--- src/hw/nfh_pkg.sv ---
// Purpose: Constants for the NAND flash host sequencer
// Assumes: 125 MHz clock, 8 ns period
// Notes:   Times kept in ns/us, cycle counts derived here
package nfh_pkg;
  localparam int unsigned CLK_PERIOD_NS  = 8;
  // Strobe timing, minimum times rounded up to whole cycles
  localparam int unsigned T_SETUP_NS     = 20;
  localparam int unsigned T_PULSE_NS     = 12;
  localparam int unsigned T_HIGH_NS      = 10;
  localparam int unsigned T_REA_NS       = 20;
  localparam int unsigned T_WHR_NS       = 60;
  localparam int unsigned T_RHW_NS       = 30;
  localparam int unsigned T_WB_NS        = 100;
  localparam int unsigned T_RR_NS        = 20;
  localparam int unsigned CYC_SETUP      = (T_SETUP_NS + CLK_PERIOD_NS - 1) / CLK_PERIOD_NS;
  localparam int unsigned CYC_PULSE      = (T_PULSE_NS + CLK_PERIOD_NS - 1) / CLK_PERIOD_NS;
  localparam int unsigned CYC_HIGH       = (T_HIGH_NS + CLK_PERIOD_NS - 1) / CLK_PERIOD_NS;
  localparam int unsigned CYC_REA        = (T_REA_NS + CLK_PERIOD_NS - 1) / CLK_PERIOD_NS;
  localparam int unsigned CYC_WHR        = (T_WHR_NS + CLK_PERIOD_NS - 1) / CLK_PERIOD_NS;
  localparam int unsigned CYC_RHW        = (T_RHW_NS + CLK_PERIOD_NS - 1) / CLK_PERIOD_NS;
  localparam int unsigned CYC_WB         = (T_WB_NS + CLK_PERIOD_NS - 1) / CLK_PERIOD_NS;
  localparam int unsigned CYC_RR         = (T_RR_NS + CLK_PERIOD_NS - 1) / CLK_PERIOD_NS;
  // Busy watchdog: longest documented busy is erase reset, 500 us
  localparam int unsigned T_BUSY_MAX_US  = 500;
  localparam int unsigned CYC_BUSY_MAX   = T_BUSY_MAX_US * 1000 / CLK_PERIOD_NS;
  // Command bytes
  localparam logic [7:0] CMD_READ_1      = 8'h00;
  localparam logic [7:0] CMD_READ_2      = 8'h30;
  localparam logic [7:0] CMD_PROG_1      = 8'h80;
  localparam logic [7:0] CMD_PROG_2      = 8'h10;
  localparam logic [7:0] CMD_ECC_STATUS  = 8'h7A;
  localparam logic [7:0] CMD_RESET       = 8'hFF;
  localparam int unsigned ADDR_CYCLES    = 4;
  localparam int unsigned ECC_SECTORS    = 4;
  localparam int unsigned MAX_PARTIAL    = 4;
  localparam int unsigned PAGE_BYTES     = 2112;
  // Host operations
  localparam logic [2:0] OP_READ         = 3'h0;
  localparam logic [2:0] OP_PROG         = 3'h1;
  localparam logic [2:0] OP_ECC          = 3'h2;
  localparam logic [2:0] OP_RESET        = 3'h3;
  localparam logic [2:0] OP_ERASED       = 3'h4;
  // Strobe cycle kinds for the timing engine
  typedef enum logic [1:0] {
    NFH_CYC_CMD  = 2'h0,
    NFH_CYC_ADDR = 2'h1,
    NFH_CYC_DIN  = 2'h2,
    NFH_CYC_DOUT = 2'h3
  } nfh_cyc_e;
endpackage

--- src/hw/nfh_cyc_if.sv ---
// Purpose: Carrier between sequencer and strobe engine
// Assumes: Single clock
// Notes:   One request at a time, done is a one-cycle pulse
`timescale 1ns/10ps
interface nfh_cyc_if;
  logic              req;
  nfh_pkg::nfh_cyc_e kind;
  logic [7:0]        wdata;
  logic              done;
  logic [7:0]        rdata;
  modport seq (output req, output kind, output wdata, input done, input rdata);
  modport eng (input req, input kind, input wdata, output done, output rdata);
endinterface

--- src/hw/nfh_strobe.sv ---
// Purpose: Generates one command, address, data-in or data-out bus cycle
// Assumes: Device pins are synchronous to clk
// Notes:   All pin outputs registered
`timescale 1ns/10ps
module nfh_strobe (
  input  wire logic clk,
  input  wire logic rst_n,
  nfh_cyc_if.eng    cyc,
  output logic      cmd_latch_r,
  output logic      addr_latch_r,
  output logic      write_strobe_n_r,
  output logic      read_strobe_n_r,
  output logic [7:0] io_out_r,
  output logic      io_oe_r,
  input  wire logic [7:0] io_in
);
  typedef enum logic [3:0] {
    NFH_S_IDLE  = 4'b0001,
    NFH_S_SETUP = 4'b0010,
    NFH_S_LOW   = 4'b0100,
    NFH_S_HIGH  = 4'b1000
  } nfh_st_e;

  nfh_st_e     st_r, st_nxt;
  logic [3:0]  cnt_r, cnt_nxt;
  logic        cl_nxt, al_nxt, we_nxt, re_nxt, oe_nxt, done_nxt, done_r;
  logic [7:0]  io_nxt, rd_r, rd_nxt;
  logic        is_rd;

  assign is_rd     = (cyc.kind == nfh_pkg::NFH_CYC_DOUT);
  assign cyc.done  = done_r;
  assign cyc.rdata = rd_r;

  always_comb begin
    st_nxt   = st_r;
    cnt_nxt  = cnt_r;
    cl_nxt   = cmd_latch_r;
    al_nxt   = addr_latch_r;
    we_nxt   = write_strobe_n_r;
    re_nxt   = read_strobe_n_r;
    oe_nxt   = io_oe_r;
    io_nxt   = io_out_r;
    rd_nxt   = rd_r;
    done_nxt = 1'b0;
    case (st_r)
      NFH_S_IDLE: begin
        // Request still shows the finished cycle while done stands
        if (cyc.req && !done_r) begin
          cl_nxt  = (cyc.kind == nfh_pkg::NFH_CYC_CMD);
          al_nxt  = (cyc.kind == nfh_pkg::NFH_CYC_ADDR);
          // Drive bus only on writes, never while device outputs
          oe_nxt  = !is_rd;
          io_nxt  = cyc.wdata;
          cnt_nxt = 4'(nfh_pkg::CYC_SETUP);
          st_nxt  = NFH_S_SETUP;
        end
      end
      NFH_S_SETUP: begin
        if (cnt_r > 4'h1) begin
          cnt_nxt = cnt_r - 4'h1;
        end else begin
          if (is_rd) begin
            re_nxt  = 1'b0;
            cnt_nxt = 4'(nfh_pkg::CYC_REA);
          end else begin
            we_nxt  = 1'b0;
            cnt_nxt = 4'(nfh_pkg::CYC_PULSE);
          end
          st_nxt = NFH_S_LOW;
        end
      end
      NFH_S_LOW: begin
        if (cnt_r > 4'h1) begin
          cnt_nxt = cnt_r - 4'h1;
        end else begin
          // Sample before the rising edge, data valid after access delay
          if (is_rd) begin
            rd_nxt = io_in;
          end
          // Rising write edge latches command, address or data
          we_nxt  = 1'b1;
          re_nxt  = 1'b1;
          cnt_nxt = 4'(nfh_pkg::CYC_HIGH);
          st_nxt  = NFH_S_HIGH;
        end
      end
      default: begin
        if (cnt_r > 4'h1) begin
          cnt_nxt = cnt_r - 4'h1;
        end else begin
          cl_nxt   = 1'b0;
          al_nxt   = 1'b0;
          oe_nxt   = 1'b0;
          done_nxt = 1'b1;
          st_nxt   = NFH_S_IDLE;
        end
      end
    endcase
  end

  always_ff @(posedge clk or negedge rst_n) begin
    if (!rst_n) begin
      st_r             <= NFH_S_IDLE;
      cnt_r            <= 4'h0;
      cmd_latch_r      <= 1'b0;
      addr_latch_r     <= 1'b0;
      write_strobe_n_r <= 1'b1;
      read_strobe_n_r  <= 1'b1;
      io_oe_r          <= 1'b0;
      io_out_r         <= 8'h00;
      rd_r             <= 8'h00;
      done_r           <= 1'b0;
    end else begin
      st_r             <= st_nxt;
      cnt_r            <= cnt_nxt;
      cmd_latch_r      <= cl_nxt;
      addr_latch_r     <= al_nxt;
      write_strobe_n_r <= we_nxt;
      read_strobe_n_r  <= re_nxt;
      io_oe_r          <= oe_nxt;
      io_out_r         <= io_nxt;
      rd_r             <= rd_nxt;
      done_r           <= done_nxt;
    end
  end

  a_strobe_never_both : assert property (@(posedge clk) disable iff (!rst_n)
    !(!write_strobe_n_r && !read_strobe_n_r)) else $error("write and read strobes low together");
  a_no_drive_on_read : assert property (@(posedge clk) disable iff (!rst_n)
    !read_strobe_n_r |-> !io_oe_r) else $error("host drives bus while reading");
  a_latch_held_write : assert property (@(posedge clk) disable iff (!rst_n)
    $rose(write_strobe_n_r) |-> (cmd_latch_r == $past(cmd_latch_r))) else $error("latch moved at write edge");
endmodule

--- src/hw/nfh_host.sv ---
// Purpose: Host-side NAND flash sequencer for read, program, ECC status and reset
// Assumes: Device pins synchronous to clk; open-drain ready/busy pulled up externally
// Notes:   One operation at a time; start accepted only when busy_r is low
// Behaviour
// - Host issues at most four successive partial programs per page before erase; programming another page restarts the count
// - ECC status read fetches all four sector bytes
// - ECC status command only after ready, before data or commands; host issues it on any OP_ECC start from idle, unchecked
// - Host never drives I/O while device outputs data
// - Read: first command, address, confirm command
// - Address is four cycles: two column, two row bytes
`timescale 1ns/10ps
module nfh_host #(
  parameter int unsigned BUSY_MAX_CYC = nfh_pkg::CYC_BUSY_MAX
) (
  input  wire logic        clk,
  input  wire logic        rst_n,
  input  wire logic        start,
  input  wire logic [2:0]  op,
  input  wire logic [15:0] column,
  input  wire logic [15:0] row,
  input  wire logic [11:0] length,
  input  wire logic [7:0]  wr_byte,
  output logic             wr_take_r,
  output logic [7:0]       rd_byte_r,
  output logic             rd_valid_r,
  output logic             busy_r,
  output logic             done_r,
  output logic             error_r,
  output logic             chip_sel_n_r,
  output logic             cmd_latch,
  output logic             addr_latch,
  output logic             write_strobe_n,
  output logic             read_strobe_n,
  output logic [7:0]       io_out,
  output logic             io_oe,
  input  wire logic [7:0]  io_in,
  input  wire logic        ready_busy_n
);
  typedef enum logic [7:0] {
    NFH_IDLE  = 8'b00000001,
    NFH_CMD1  = 8'b00000010,
    NFH_ADDR  = 8'b00000100,
    NFH_DATA  = 8'b00001000,
    NFH_CMD2  = 8'b00010000,
    NFH_WAIT  = 8'b00100000,
    NFH_ECC   = 8'b01000000,
    NFH_XFER  = 8'b10000000
  } nfh_host_e;

  nfh_cyc_if cyc ();

  nfh_host_e   st_r, st_nxt;
  logic [2:0]  op_r, op_nxt;
  logic [31:0] addr_r, addr_nxt;
  logic [11:0] left_r, left_nxt;
  logic [1:0]  idx_r, idx_nxt;
  logic [2:0]  part_r, part_nxt;
  logic [15:0] prow_r, prow_nxt;
  logic [19:0] tmo_r, tmo_nxt;
  logic        pend_r, pend_nxt;
  logic        wt_nxt, rv_nxt, by_nxt, dn_nxt, er_nxt, cs_nxt;
  logic [7:0]  rb_nxt;
  nfh_pkg::nfh_cyc_e kind_r, kind_nxt;
  logic [7:0]  wd_r, wd_nxt;

  assign cyc.req   = pend_r;
  assign cyc.kind  = kind_r;
  assign cyc.wdata = wd_r;

  nfh_strobe u_strobe (
    .clk              (clk),
    .rst_n            (rst_n),
    .cyc              (cyc.eng),
    .cmd_latch_r      (cmd_latch),
    .addr_latch_r     (addr_latch),
    .write_strobe_n_r (write_strobe_n),
    .read_strobe_n_r  (read_strobe_n),
    .io_out_r         (io_out),
    .io_oe_r          (io_oe),
    .io_in            (io_in)
  );

  always_comb begin
    st_nxt   = st_r;
    op_nxt   = op_r;
    addr_nxt = addr_r;
    left_nxt = left_r;
    idx_nxt  = idx_r;
    part_nxt = part_r;
    prow_nxt = prow_r;
    tmo_nxt  = tmo_r;
    pend_nxt = pend_r;
    kind_nxt = kind_r;
    wd_nxt   = wd_r;
    wt_nxt   = 1'b0;
    rv_nxt   = 1'b0;
    rb_nxt   = rd_byte_r;
    dn_nxt   = 1'b0;
    er_nxt   = error_r;
    by_nxt   = busy_r;
    cs_nxt   = chip_sel_n_r;
    if (cyc.done) begin
      pend_nxt = 1'b0;
    end
    case (st_r)
      NFH_IDLE: begin
        // Chip select released whenever idle, ready or not, lets device sleep
        cs_nxt = 1'b1;
        if (start) begin
          op_nxt   = op;
          addr_nxt = {row, 4'h0, column[11:0]};
          left_nxt = length;
          idx_nxt  = 2'h0;
          by_nxt   = 1'b1;
          er_nxt   = 1'b0;
          cs_nxt   = 1'b0;
          if (op == nfh_pkg::OP_ERASED) begin
            part_nxt = 3'h0;
            by_nxt   = 1'b0;
            dn_nxt   = 1'b1;
          end else if (op == nfh_pkg::OP_PROG && row == prow_r && part_r >= 3'(nfh_pkg::MAX_PARTIAL)) begin
            er_nxt = 1'b1;
            by_nxt = 1'b0;
            dn_nxt = 1'b1;
          end else begin
            st_nxt   = NFH_CMD1;
            pend_nxt = 1'b1;
            kind_nxt = nfh_pkg::NFH_CYC_CMD;
            case (op)
              nfh_pkg::OP_PROG:  wd_nxt = nfh_pkg::CMD_PROG_1;
              nfh_pkg::OP_ECC:   wd_nxt = nfh_pkg::CMD_ECC_STATUS;
              nfh_pkg::OP_RESET: wd_nxt = nfh_pkg::CMD_RESET;
              default:           wd_nxt = nfh_pkg::CMD_READ_1;
            endcase
          end
        end
      end
      NFH_CMD1: begin
        if (cyc.done) begin
          if (op_r == nfh_pkg::OP_RESET) begin
            tmo_nxt = 20'(BUSY_MAX_CYC);
            st_nxt  = NFH_WAIT;
          end else if (op_r == nfh_pkg::OP_ECC) begin
            st_nxt   = NFH_ECC;
            pend_nxt = 1'b1;
            kind_nxt = nfh_pkg::NFH_CYC_DOUT;
          end else begin
            st_nxt   = NFH_ADDR;
            pend_nxt = 1'b1;
            kind_nxt = nfh_pkg::NFH_CYC_ADDR;
            wd_nxt   = addr_r[7:0];
          end
        end
      end
      NFH_ADDR: begin
        if (cyc.done) begin
          // Column low, column high, row low, row high
          addr_nxt = {8'h00, addr_r[31:8]};
          idx_nxt  = idx_r + 2'h1;
          pend_nxt = 1'b1;
          if (idx_r == 2'(nfh_pkg::ADDR_CYCLES - 1)) begin
            if (op_r == nfh_pkg::OP_PROG && left_r != 12'h000) begin
              st_nxt   = NFH_DATA;
              kind_nxt = nfh_pkg::NFH_CYC_DIN;
              wd_nxt   = wr_byte;
              wt_nxt   = 1'b1;
            end else begin
              st_nxt   = NFH_CMD2;
              kind_nxt = nfh_pkg::NFH_CYC_CMD;
              wd_nxt   = (op_r == nfh_pkg::OP_PROG) ? nfh_pkg::CMD_PROG_2 : nfh_pkg::CMD_READ_2;
            end
          end else begin
            wd_nxt = addr_nxt[7:0];
          end
        end
      end
      NFH_DATA: begin
        if (cyc.done) begin
          left_nxt = left_r - 12'h001;
          pend_nxt = 1'b1;
          if (left_r == 12'h001) begin
            st_nxt   = NFH_CMD2;
            kind_nxt = nfh_pkg::NFH_CYC_CMD;
            wd_nxt   = nfh_pkg::CMD_PROG_2;
          end else begin
            wd_nxt = wr_byte;
            wt_nxt = 1'b1;
          end
        end
      end
      NFH_CMD2: begin
        if (cyc.done) begin
          if (op_r == nfh_pkg::OP_PROG) begin
            part_nxt = (row == prow_r) ? part_r + 3'h1 : 3'h1;
            prow_nxt = row;
          end
          tmo_nxt = 20'(BUSY_MAX_CYC);
          st_nxt  = NFH_WAIT;
        end
      end
      NFH_WAIT: begin
        // Chip select held low, device ignores it during busy anyway
        tmo_nxt = tmo_r - 20'h00001;
        if (tmo_r < 20'(BUSY_MAX_CYC - nfh_pkg::CYC_WB - nfh_pkg::CYC_RR) && ready_busy_n) begin
          if (op_r == nfh_pkg::OP_READ && left_r != 12'h000) begin
            st_nxt   = NFH_XFER;
            pend_nxt = 1'b1;
            kind_nxt = nfh_pkg::NFH_CYC_DOUT;
          end else begin
            st_nxt = NFH_IDLE;
            by_nxt = 1'b0;
            dn_nxt = 1'b1;
          end
        end else if (tmo_r == 20'h00000) begin
          er_nxt = 1'b1;
          by_nxt = 1'b0;
          dn_nxt = 1'b1;
          st_nxt = NFH_IDLE;
        end
      end
      NFH_ECC: begin
        if (cyc.done) begin
          rv_nxt  = 1'b1;
          rb_nxt  = cyc.rdata;
          idx_nxt = idx_r + 2'h1;
          if (idx_r == 2'(nfh_pkg::ECC_SECTORS - 1)) begin
            st_nxt = NFH_IDLE;
            by_nxt = 1'b0;
            dn_nxt = 1'b1;
          end else begin
            pend_nxt = 1'b1;
          end
        end
      end
      default: begin
        if (cyc.done) begin
          rv_nxt   = 1'b1;
          rb_nxt   = cyc.rdata;
          left_nxt = left_r - 12'h001;
          if (left_r == 12'h001) begin
            st_nxt = NFH_IDLE;
            by_nxt = 1'b0;
            dn_nxt = 1'b1;
          end else begin
            pend_nxt = 1'b1;
          end
        end
      end
    endcase
  end

  always_ff @(posedge clk or negedge rst_n) begin
    if (!rst_n) begin
      st_r         <= NFH_IDLE;
      op_r         <= 3'h0;
      addr_r       <= 32'h0000_0000;
      left_r       <= 12'h000;
      idx_r        <= 2'h0;
      part_r       <= 3'h0;
      prow_r       <= 16'hFFFF;
      tmo_r        <= 20'h00000;
      pend_r       <= 1'b0;
      kind_r       <= nfh_pkg::NFH_CYC_CMD;
      wd_r         <= 8'h00;
      wr_take_r    <= 1'b0;
      rd_valid_r   <= 1'b0;
      rd_byte_r    <= 8'h00;
      done_r       <= 1'b0;
      error_r      <= 1'b0;
      busy_r       <= 1'b0;
      chip_sel_n_r <= 1'b1;
    end else begin
      st_r         <= st_nxt;
      op_r         <= op_nxt;
      addr_r       <= addr_nxt;
      left_r       <= left_nxt;
      idx_r        <= idx_nxt;
      part_r       <= part_nxt;
      prow_r       <= prow_nxt;
      tmo_r        <= tmo_nxt;
      pend_r       <= pend_nxt;
      kind_r       <= kind_nxt;
      wd_r         <= wd_nxt;
      wr_take_r    <= wt_nxt;
      rd_valid_r   <= rv_nxt;
      rd_byte_r    <= rb_nxt;
      done_r       <= dn_nxt;
      error_r      <= er_nxt;
      busy_r       <= by_nxt;
      chip_sel_n_r <= cs_nxt;
    end
  end

  a_partial_limit : assert property (@(posedge clk) disable iff (!rst_n)
    part_r <= 3'(nfh_pkg::MAX_PARTIAL)) else $error("partial program count exceeded");
  a_ecc_four_bytes : assert property (@(posedge clk) disable iff (!rst_n)
    (st_r == NFH_ECC && st_nxt == NFH_IDLE) |-> idx_r == 2'h3) else $error("ECC status read short");
  a_wait_ready_only : assert property (@(posedge clk) disable iff (!rst_n)
    (st_r == NFH_WAIT && st_nxt != NFH_WAIT && !error_r && er_nxt == 1'b0) |-> ready_busy_n)
    else $error("left busy wait while busy");
  a_addr_four_cycles : assert property (@(posedge clk) disable iff (!rst_n)
    (st_r == NFH_CMD1 && st_nxt == NFH_ADDR) |-> ##[1:200] (st_r == NFH_ADDR && idx_r == 2'h3))
    else $error("address phase not four cycles");
  a_cs_low_busy : assert property (@(posedge clk) disable iff (!rst_n)
    (st_r != NFH_IDLE) |-> !chip_sel_n_r) else $error("chip select high during operation");
  c_read_done : cover property (@(posedge clk) disable iff (!rst_n) st_r == NFH_XFER && done_r == 1'b0 ##1 done_r);
  c_prog_wait : cover property (@(posedge clk) disable iff (!rst_n) st_r == NFH_DATA ##[1:300] st_r == NFH_WAIT);
  c_ecc_read : cover property (@(posedge clk) disable iff (!rst_n) st_r == NFH_ECC ##[1:300] st_r == NFH_IDLE);
endmodule

--- config.mk ---
export PLATFORM = sky130hd
export DESIGN_NAME = nfh_host
export DESIGN_NICKNAME = d
export VERILOG_FILES = /design/src/hw/nfh_pkg.sv /design/src/hw/nfh_cyc_if.sv /design/src/hw/nfh_strobe.sv /design/src/hw/nfh_host.sv
export SDC_FILE = /design/constraint.sdc
export NUM_CORES = 1
export LEC_CHECK = 0
export ABC_AREA = 0
export BUFFER_PORTS_ARGS = -buffer_cell sky130_fd_sc_hd__buf_2
export CELL_PAD_IN_SITES_DETAIL_PLACEMENT = 1
export CELL_PAD_IN_SITES_GLOBAL_PLACEMENT = 2
export CORE_MARGIN = 1
export CORE_UTILIZATION = 37
export DETAILED_ROUTE_END_ITERATION = 8
export PLACE_DENSITY = 0.8
export SYNTH_ARGS = -nofsm -noshare
export SYNTH_HDL_FRONTEND = slang
export SYNTH_SLANG_ARGS = --single-unit
--- constraint.sdc ---
create_clock -name clk -period 3.15 [get_ports clk]
set_input_delay 0.315 -clock clk [delete_from_list [all_inputs] [get_ports clk]]
set_output_delay 0.315 -clock clk [all_outputs]
set_load 0.01 [all_outputs]
=== Word-level counts from Yosys, hierarchy flattened ===
Cells that the tools add are included.

* Flip-flop bits (word level): 151
* Input port bits: 67
* Output and inout bits: 27
* Logic and storage cells: 288

* Add/sub/neg operators: 5
* $lt $le $gt $ge: 3
* Equality and inequality tests: 51
* Muxes and demuxes: 144
* Bitwise operators: 5
* Reduce and logical (&&, ||, !) cells: 52

{| class="wikitable"
|+ Operators with widths
! cell !! number
|-
| $mux 8 || 27
|-
| $mux 32 || 2
|-
| $pmux 32 s2 || 1
|-
| $mux 20 || 3
|-
| $pmux 20 s3 || 1
|-
| $mux 1 || 57
|-
| $pmux 8 s7 || 1
|-
| $ne 2x2->1 const B || 19
|-
| $mux 4 || 8
|-
| $pmux 8 s4 || 1
|-
| $mux 2 || 15
|-
| $mux 12 || 2
|-
| $pmux 12 s2 || 1
|-
| $pmux 4 s3 || 2
|-
| $pmux 8 s3 || 1
|-
| $logic_not 20->1 || 1
|-
| $lt 20x16->1 const B || 1
|-
| $reduce_and 4->1 || 5
|-
| $sub 20x1->20 const B || 1
|-
| $reduce_and 3->1 || 6
|-
| $eq 16x16->1 || 1
|-
| $ne 2x1->1 const B || 8
|-
| $mux 3 || 5
|-
| $mux 7 || 2
|-
| 53 further kinds || 89
|}

=== Depth between registers and ports, before layout ===
* Depth in word-level cells: 7
* Gate-level depth with buffers: 9
* Gate-level depth less buffers: 9

=== Cells and area by module ===
Synthesis repeated with hierarchy kept, for this count alone.

* Cells, all modules: 795
* Area, all modules: 7738.7 µm²

{| class="wikitable"
|+ By module, submodules not included
! module !! times used !! cells an instance !! area an instance (µm²) !! sequential area each (µm²)
|-
| nfh_host || 1 || 685 || 6394.9 || 3050.4
|-
| nfh_strobe || 1 || 110 || 1343.8 || 754.5
|}

=== Worst setup path after synthesis ===
No wires, ideal clock.

* Kind: reg-to-reg
* Start: reg tmo_r[0]
* End: reg st_r[4]
* Library setup time: 125 ps
* Arrival time: 2618 ps
* Data required time: 3025 ps
* Path slack: 407 ps
* Cell stages (with the launch flop): 10
* Buffers on the path: 0
* Clock period less this slack: 2743 ps
* Cell sequence: dfrtp_1 -> inv_1 -> ha_1 -> or3b_2 -> or4_1 -> nor4_1 -> nor2_1 -> a21oi_1 -> nand3_2 -> mux2_2

* Longest elaborated chain between the ends: 4
* Elaborated cells between the ends (all ways): 7
* Those cells by class: 1 x order compare; 1 x eq/ne; 2 x mux; 3 x reduce/logical

{| class="wikitable"
|+ RTL lines
! element !! line !! RTL
|-
| start, declared || nfh_host.sv:59 || <nowiki>logic [19:0] tmo_r, tmo_nxt;</nowiki>
|-
| start signal, assigned || nfh_host.sv:280 || <nowiki>tmo_r <= tmo_nxt;</nowiki>
|-
| $lt 20x16->1 || nfh_host.sv:204 || <nowiki>if (tmo_r < 20'(BUSY_MAX_CYC - nfh_pkg::CYC_WB - nfh_pkg::CYC_RR) && ready_busy_n) begin</nowiki>
|-
| $logic_and 1x1->1 || nfh_host.sv:204 ||
|-
| $ne 3x3->1 (no source line) / $mux 8 (equally long branches) || - ||
|-
| $reduce_and 14->1 (no source line) / $pmux 8 s7 (equally long branches) || - ||
|-
| end signal, assigned || nfh_host.sv:273 || <nowiki>st_r <= st_nxt;</nowiki>
|-
| end, declared || nfh_host.sv:52 || <nowiki>nfh_host_e st_r, st_nxt;</nowiki>
|}

Parallel ways exist; a longest one is shown, timed or not.
A chain may end at the register's enable or synchronous reset.

=== Final worst setup path ===
* Start: reg tmo_r[0]
* End: reg st_r[3]

Same word-level chain as after synthesis.

==> results by group <==
Route
  – Average routed wire per standard cell: 16.97 um
  – Aggregate routed wire length: 20090 um
  – # DRC: 0
  – Violation count after the first detailed-route iteration: 293
  – Via count: 6298
  – Post-DRT Antenna Nets: 0
  – Via-per-instance ratio: 5.319
  – Number of detailed-route iterations in the first pass: 4

Clock network
  – Num Clock Sinks: 151
  – Number of clock buffers inserted by TritonCTS: 17
  – Post CTS Setup Buffer Count: 0
  – Number of cells upsized or downsized after cts: 0
  – Number of buffers between clock root and the deepest sink: 2
  – Buffer cell driving the clock tree root: clkbuf_16
  – CTS tree: done
  – Number of H-tree branching levels: 4
  – Reg clk slew, reported paths: 60 ps
  – Hold-fix buffer count after cts: 0
  – Clock insertion delay at the later pin of the skew report: 430 ps

Logic synthesis
  – Post-synth EDFFs: 0
  – Synth Warn #: 0
  – Post-Syn Nets: 872
  – Cell area after synthesis: 7690 sq um
  – Sequential element share of the synthesized area: 49.48%
  – Most numerous cell in the Yosys netlist: nand2_1
  – Cell variety after synth: 68
  – Mean instance size in the synthesized netlist: 9.636 sq um
  – Ranking of synthesized cells by area: dfrtp_1 (42%), dfstp_2 (7.2%), nand2_1 (6.7%)
  – Synthesis-stage register bit count: 151
  – Most instantiated flip-flop cell in the synthesis netlist: dfrtp_1
  – Mapped Cells: 798
  – Share of the synthesized area in the top cell type: 42.30%
  – Commonest cells in the synthesized netlist: nand2_1 (137), dfrtp_1 (130), nor2_1 (74)
  – Leading area contributor after synthesis: dfrtp_1
  – Proportion of register bits with asynchronous set or reset after synthesis: 100.0%

Power and ir drop
  – Clk pwr share: 47.4%
  – Power Density: 441.0 nW/um^2
  – Comb power frac: 3.7%
  – Peak ir drop on the vdd network: 0.3570 mV
  – Net switching power of the design: 0.9406 mW
  – Net switching fraction of the power: 23.39%
  – Sequential share of power: 48.9%
  – Leakage: 4.147 nW
  – Int Power: 3.081 mW

Setup path
  – Family with the most delay on the worst path: simple AND/OR/NAND/NOR gates
  – Crit path kind: reg2reg
  – Critical path buffer and inverter count: 2
  – Category of the worst setup path capture point: register
  – Largest fanout on the critical path: 6
  – Nature of the critical path startpoint: register
  – WP data required: 3450 ps
  – Data arrival time of the worst path: 3230 ps
  – Cell breakdown of the critical path: inv_1 -> ha_1 -> or3b_2 -> or4_4 -> nor4_4 -> nor2_1 -> a21oi_1 -> nand3_2 -> buf_4 -> mux2i_1
  – Max incr delay on CP: 510 ps
  – Highest-delay cell along the critical path: or3b_2

Layout
  – Filler cell count: 2388
  – Register Area: 3805 sq um
  – Area of the multi-input gates: 3680 sq um
  – Total Nets Final: 973
  – Fraction of final layout cells sized beyond drive strength 1: 25.33%
  – Layout overhead on the synthesized area: 18.56%
  – Post-layout utilization of the core: 44.91%

Timing
  – Final period demand of the worst path: 2935 ps
  – Accumulated negative setup slack: 0 ps
  – Hold slack: -40.17 ps
  – Slew margin rel.: 32.79%
  – Number of endpoints failing setup at the final stage: 0
  – Final Cycle Share: 93.17%
  – Largest clock skew in the final design: 11.62 ps
  – Peak clock frequency supported by timing: 340.7 MHz
  – RSZ-0062 raised after global routing: false
  – Number of max-slew violations in the final report: 0
  – Measured slew at the worst slew-check pin: 995.4 ps
  – Final hold violation count: 36

Run status
  – Violations in the final reports: negative hold slack
  – Outcome: finished with violations

Floorplanning
  – Rows: 52
  – Starting Density: 37.88%
  – Overall die width: 146.2 um
  – Boundary Pins: 94
  – Die H: 146.2 um
  – Placeable Area: 20300 sq um
  – Die area: 21360 sq um

GRT
  – Via count of the first global-routing pass: 6714
  – Largest net degree at the start of global routing: 86
  – Initial antenna violation count: 1
  – GRT Resource Usage Total: 20.06%
  – Total grt overflow: 0
  – Wire length of the first global-routing pass: 34430 um

Hold path
  – Worst hold path type: in2async

Placed design
  – Post-DP HPWL: 14790 um
  – GPL Wtd Cong: 0.8306
  – Count of buffers inserted at the top-level ports: 89

Job
  – Max Cap Violations: 0
## cells in the final DEF, fill, tap and decap left out, types with 6 or more instances in the layout
| cell type | synthesis | layout |
|---|---|---|
| o31ai_1 | 6 | 6 |
| nand2_1 | 137 | 137 |
| xor2_1 | 6 | 6 |
| a31oi_1 | 25 | 25 |
| o21ai_0 | 45 | 45 |
| mux2i_1 | 13 | 13 |
| ha_1 | 7 | 7 |
| buf_2 | 5 | 88 |
| nor3_1 | 16 | 16 |
| clkbuf_16 | 0 | 17 |
| buf_4 | 2 | 24 |
| inv_1 | 22 | 22 |
| a21o_1 | 7 | 7 |
| or3_1 | 11 | 11 |
| nand3_1 | 21 | 21 |
| nor4_1 | 12 | 11 |
| nor2_1 | 74 | 74 |
| o2bb2ai_1 | 6 | 6 |
| nand4_1 | 9 | 9 |
| a21oi_1 | 36 | 35 |
| xnor2_1 | 23 | 23 |
| dfrtp_1 | 130 | 130 |
| dfstp_2 | 21 | 21 |
| mux2_2 | 40 | 40 |
| nand2b_1 | 14 | 14 |
## per-stage QoR
step	std cells	setup WS, ps	cell area (sq um)	total power [mW]
finish	1184	215.1	9117	4.021
global route	1182	61.12	9112	4.180
CTS	1182	47.15	9090	4.079
detailed placement	1150	84.94	8542	2.155
global placement	1150	158.7	8542	2.149
floorplan	798	407.0	7690	2.046
## sequential cells by signal, indices dropped and copies added, names as in the netlist, 2 cells and up, named ones only
| signal | flops |
|---|---|
| cyc.kind | 2 |
| rd_byte_r | 8 |
| u_strobe.cyc.rdata | 8 |
| tmo_r | 20 |
| addr_r | 32 |
| prow_r | 16 |
| idx_r | 2 |
| cyc.wdata | 8 |
| part_r | 3 |
| left_r | 12 |
| u_strobe.st_r | 4 |
| st_r | 8 |
| op_r | 3 |
| u_strobe.cnt_r | 4 |
| u_strobe.io_out_r | 8 |
## path summary, 6_finish.rpt
path | startpoint | to | slack (ps) | cells after the start
max | tmo_r[0] | st_r[3] | 220 | 10
min | rst_n | st_r[1] | -40 | 1
max reg2reg | tmo_r[0] | st_r[3] | 220 | 10
min reg2reg | u_strobe.cyc.rdata[2] | rd_byte_r[2] | 470 | 2
max in group asynchronous | rst_n | u_strobe.read_strobe_n_r | 2330 | 2
min in group clk | io_in[7] | u_strobe.cyc.rdata[7] | 120 | 2
## cell type report
type | instances | area share (%)
Antenna cell | 2 | 0.05489
Sequential cell | 151 | 41.73
Clock buffer | 20 | 5.009
Clock inverter | 12 | 1.002
Tap cell | 270 | 3.705
Timing Repair Buffer | 114 | 7.150
Multi-Input combinational cell | 591 | 40.36
Inverter | 24 | 0.9881
## cell families (layout without fill, tap and decap cells)
group | count (synthesis) | count (layout) | share of synthesized area (%)
buffers and inverters | 56 | 170 | 3.108
AO/OA/AOI/OAI | 163 | 163 | 13.55
XOR/XNOR | 29 | 29 | 3.303
flip-flops | 151 | 151 | 49.48
adder cells (fa/ha/maj) | 7 | 7 | 1.139
multiplexers | 53 | 53 | 7.550
AND/OR/NAND/NOR | 339 | 339 | 21.87
other | 0 | 2 | 0
## layer usage
layer,part of all wire [%],global-route usage (%)
met5,0.040,0
met4,1.1,6.094
met3,2.7,3.719
met2,51,34.64
met1,45,25.41
## power by group through the flow
stage,clock network [mW],logic (mW),registers [mW]
6_report,1.91,0.149,1.97
2_1_floorplan,0,0.0464,2.00
5_1_grt,2.04,0.170,1.97
3_3_place_gp,0,0.150,2.00
3_5_place_dp,0,0.154,2.00
4_1_cts,1.96,0.155,1.97
Power figures use the tool's default switching activity.
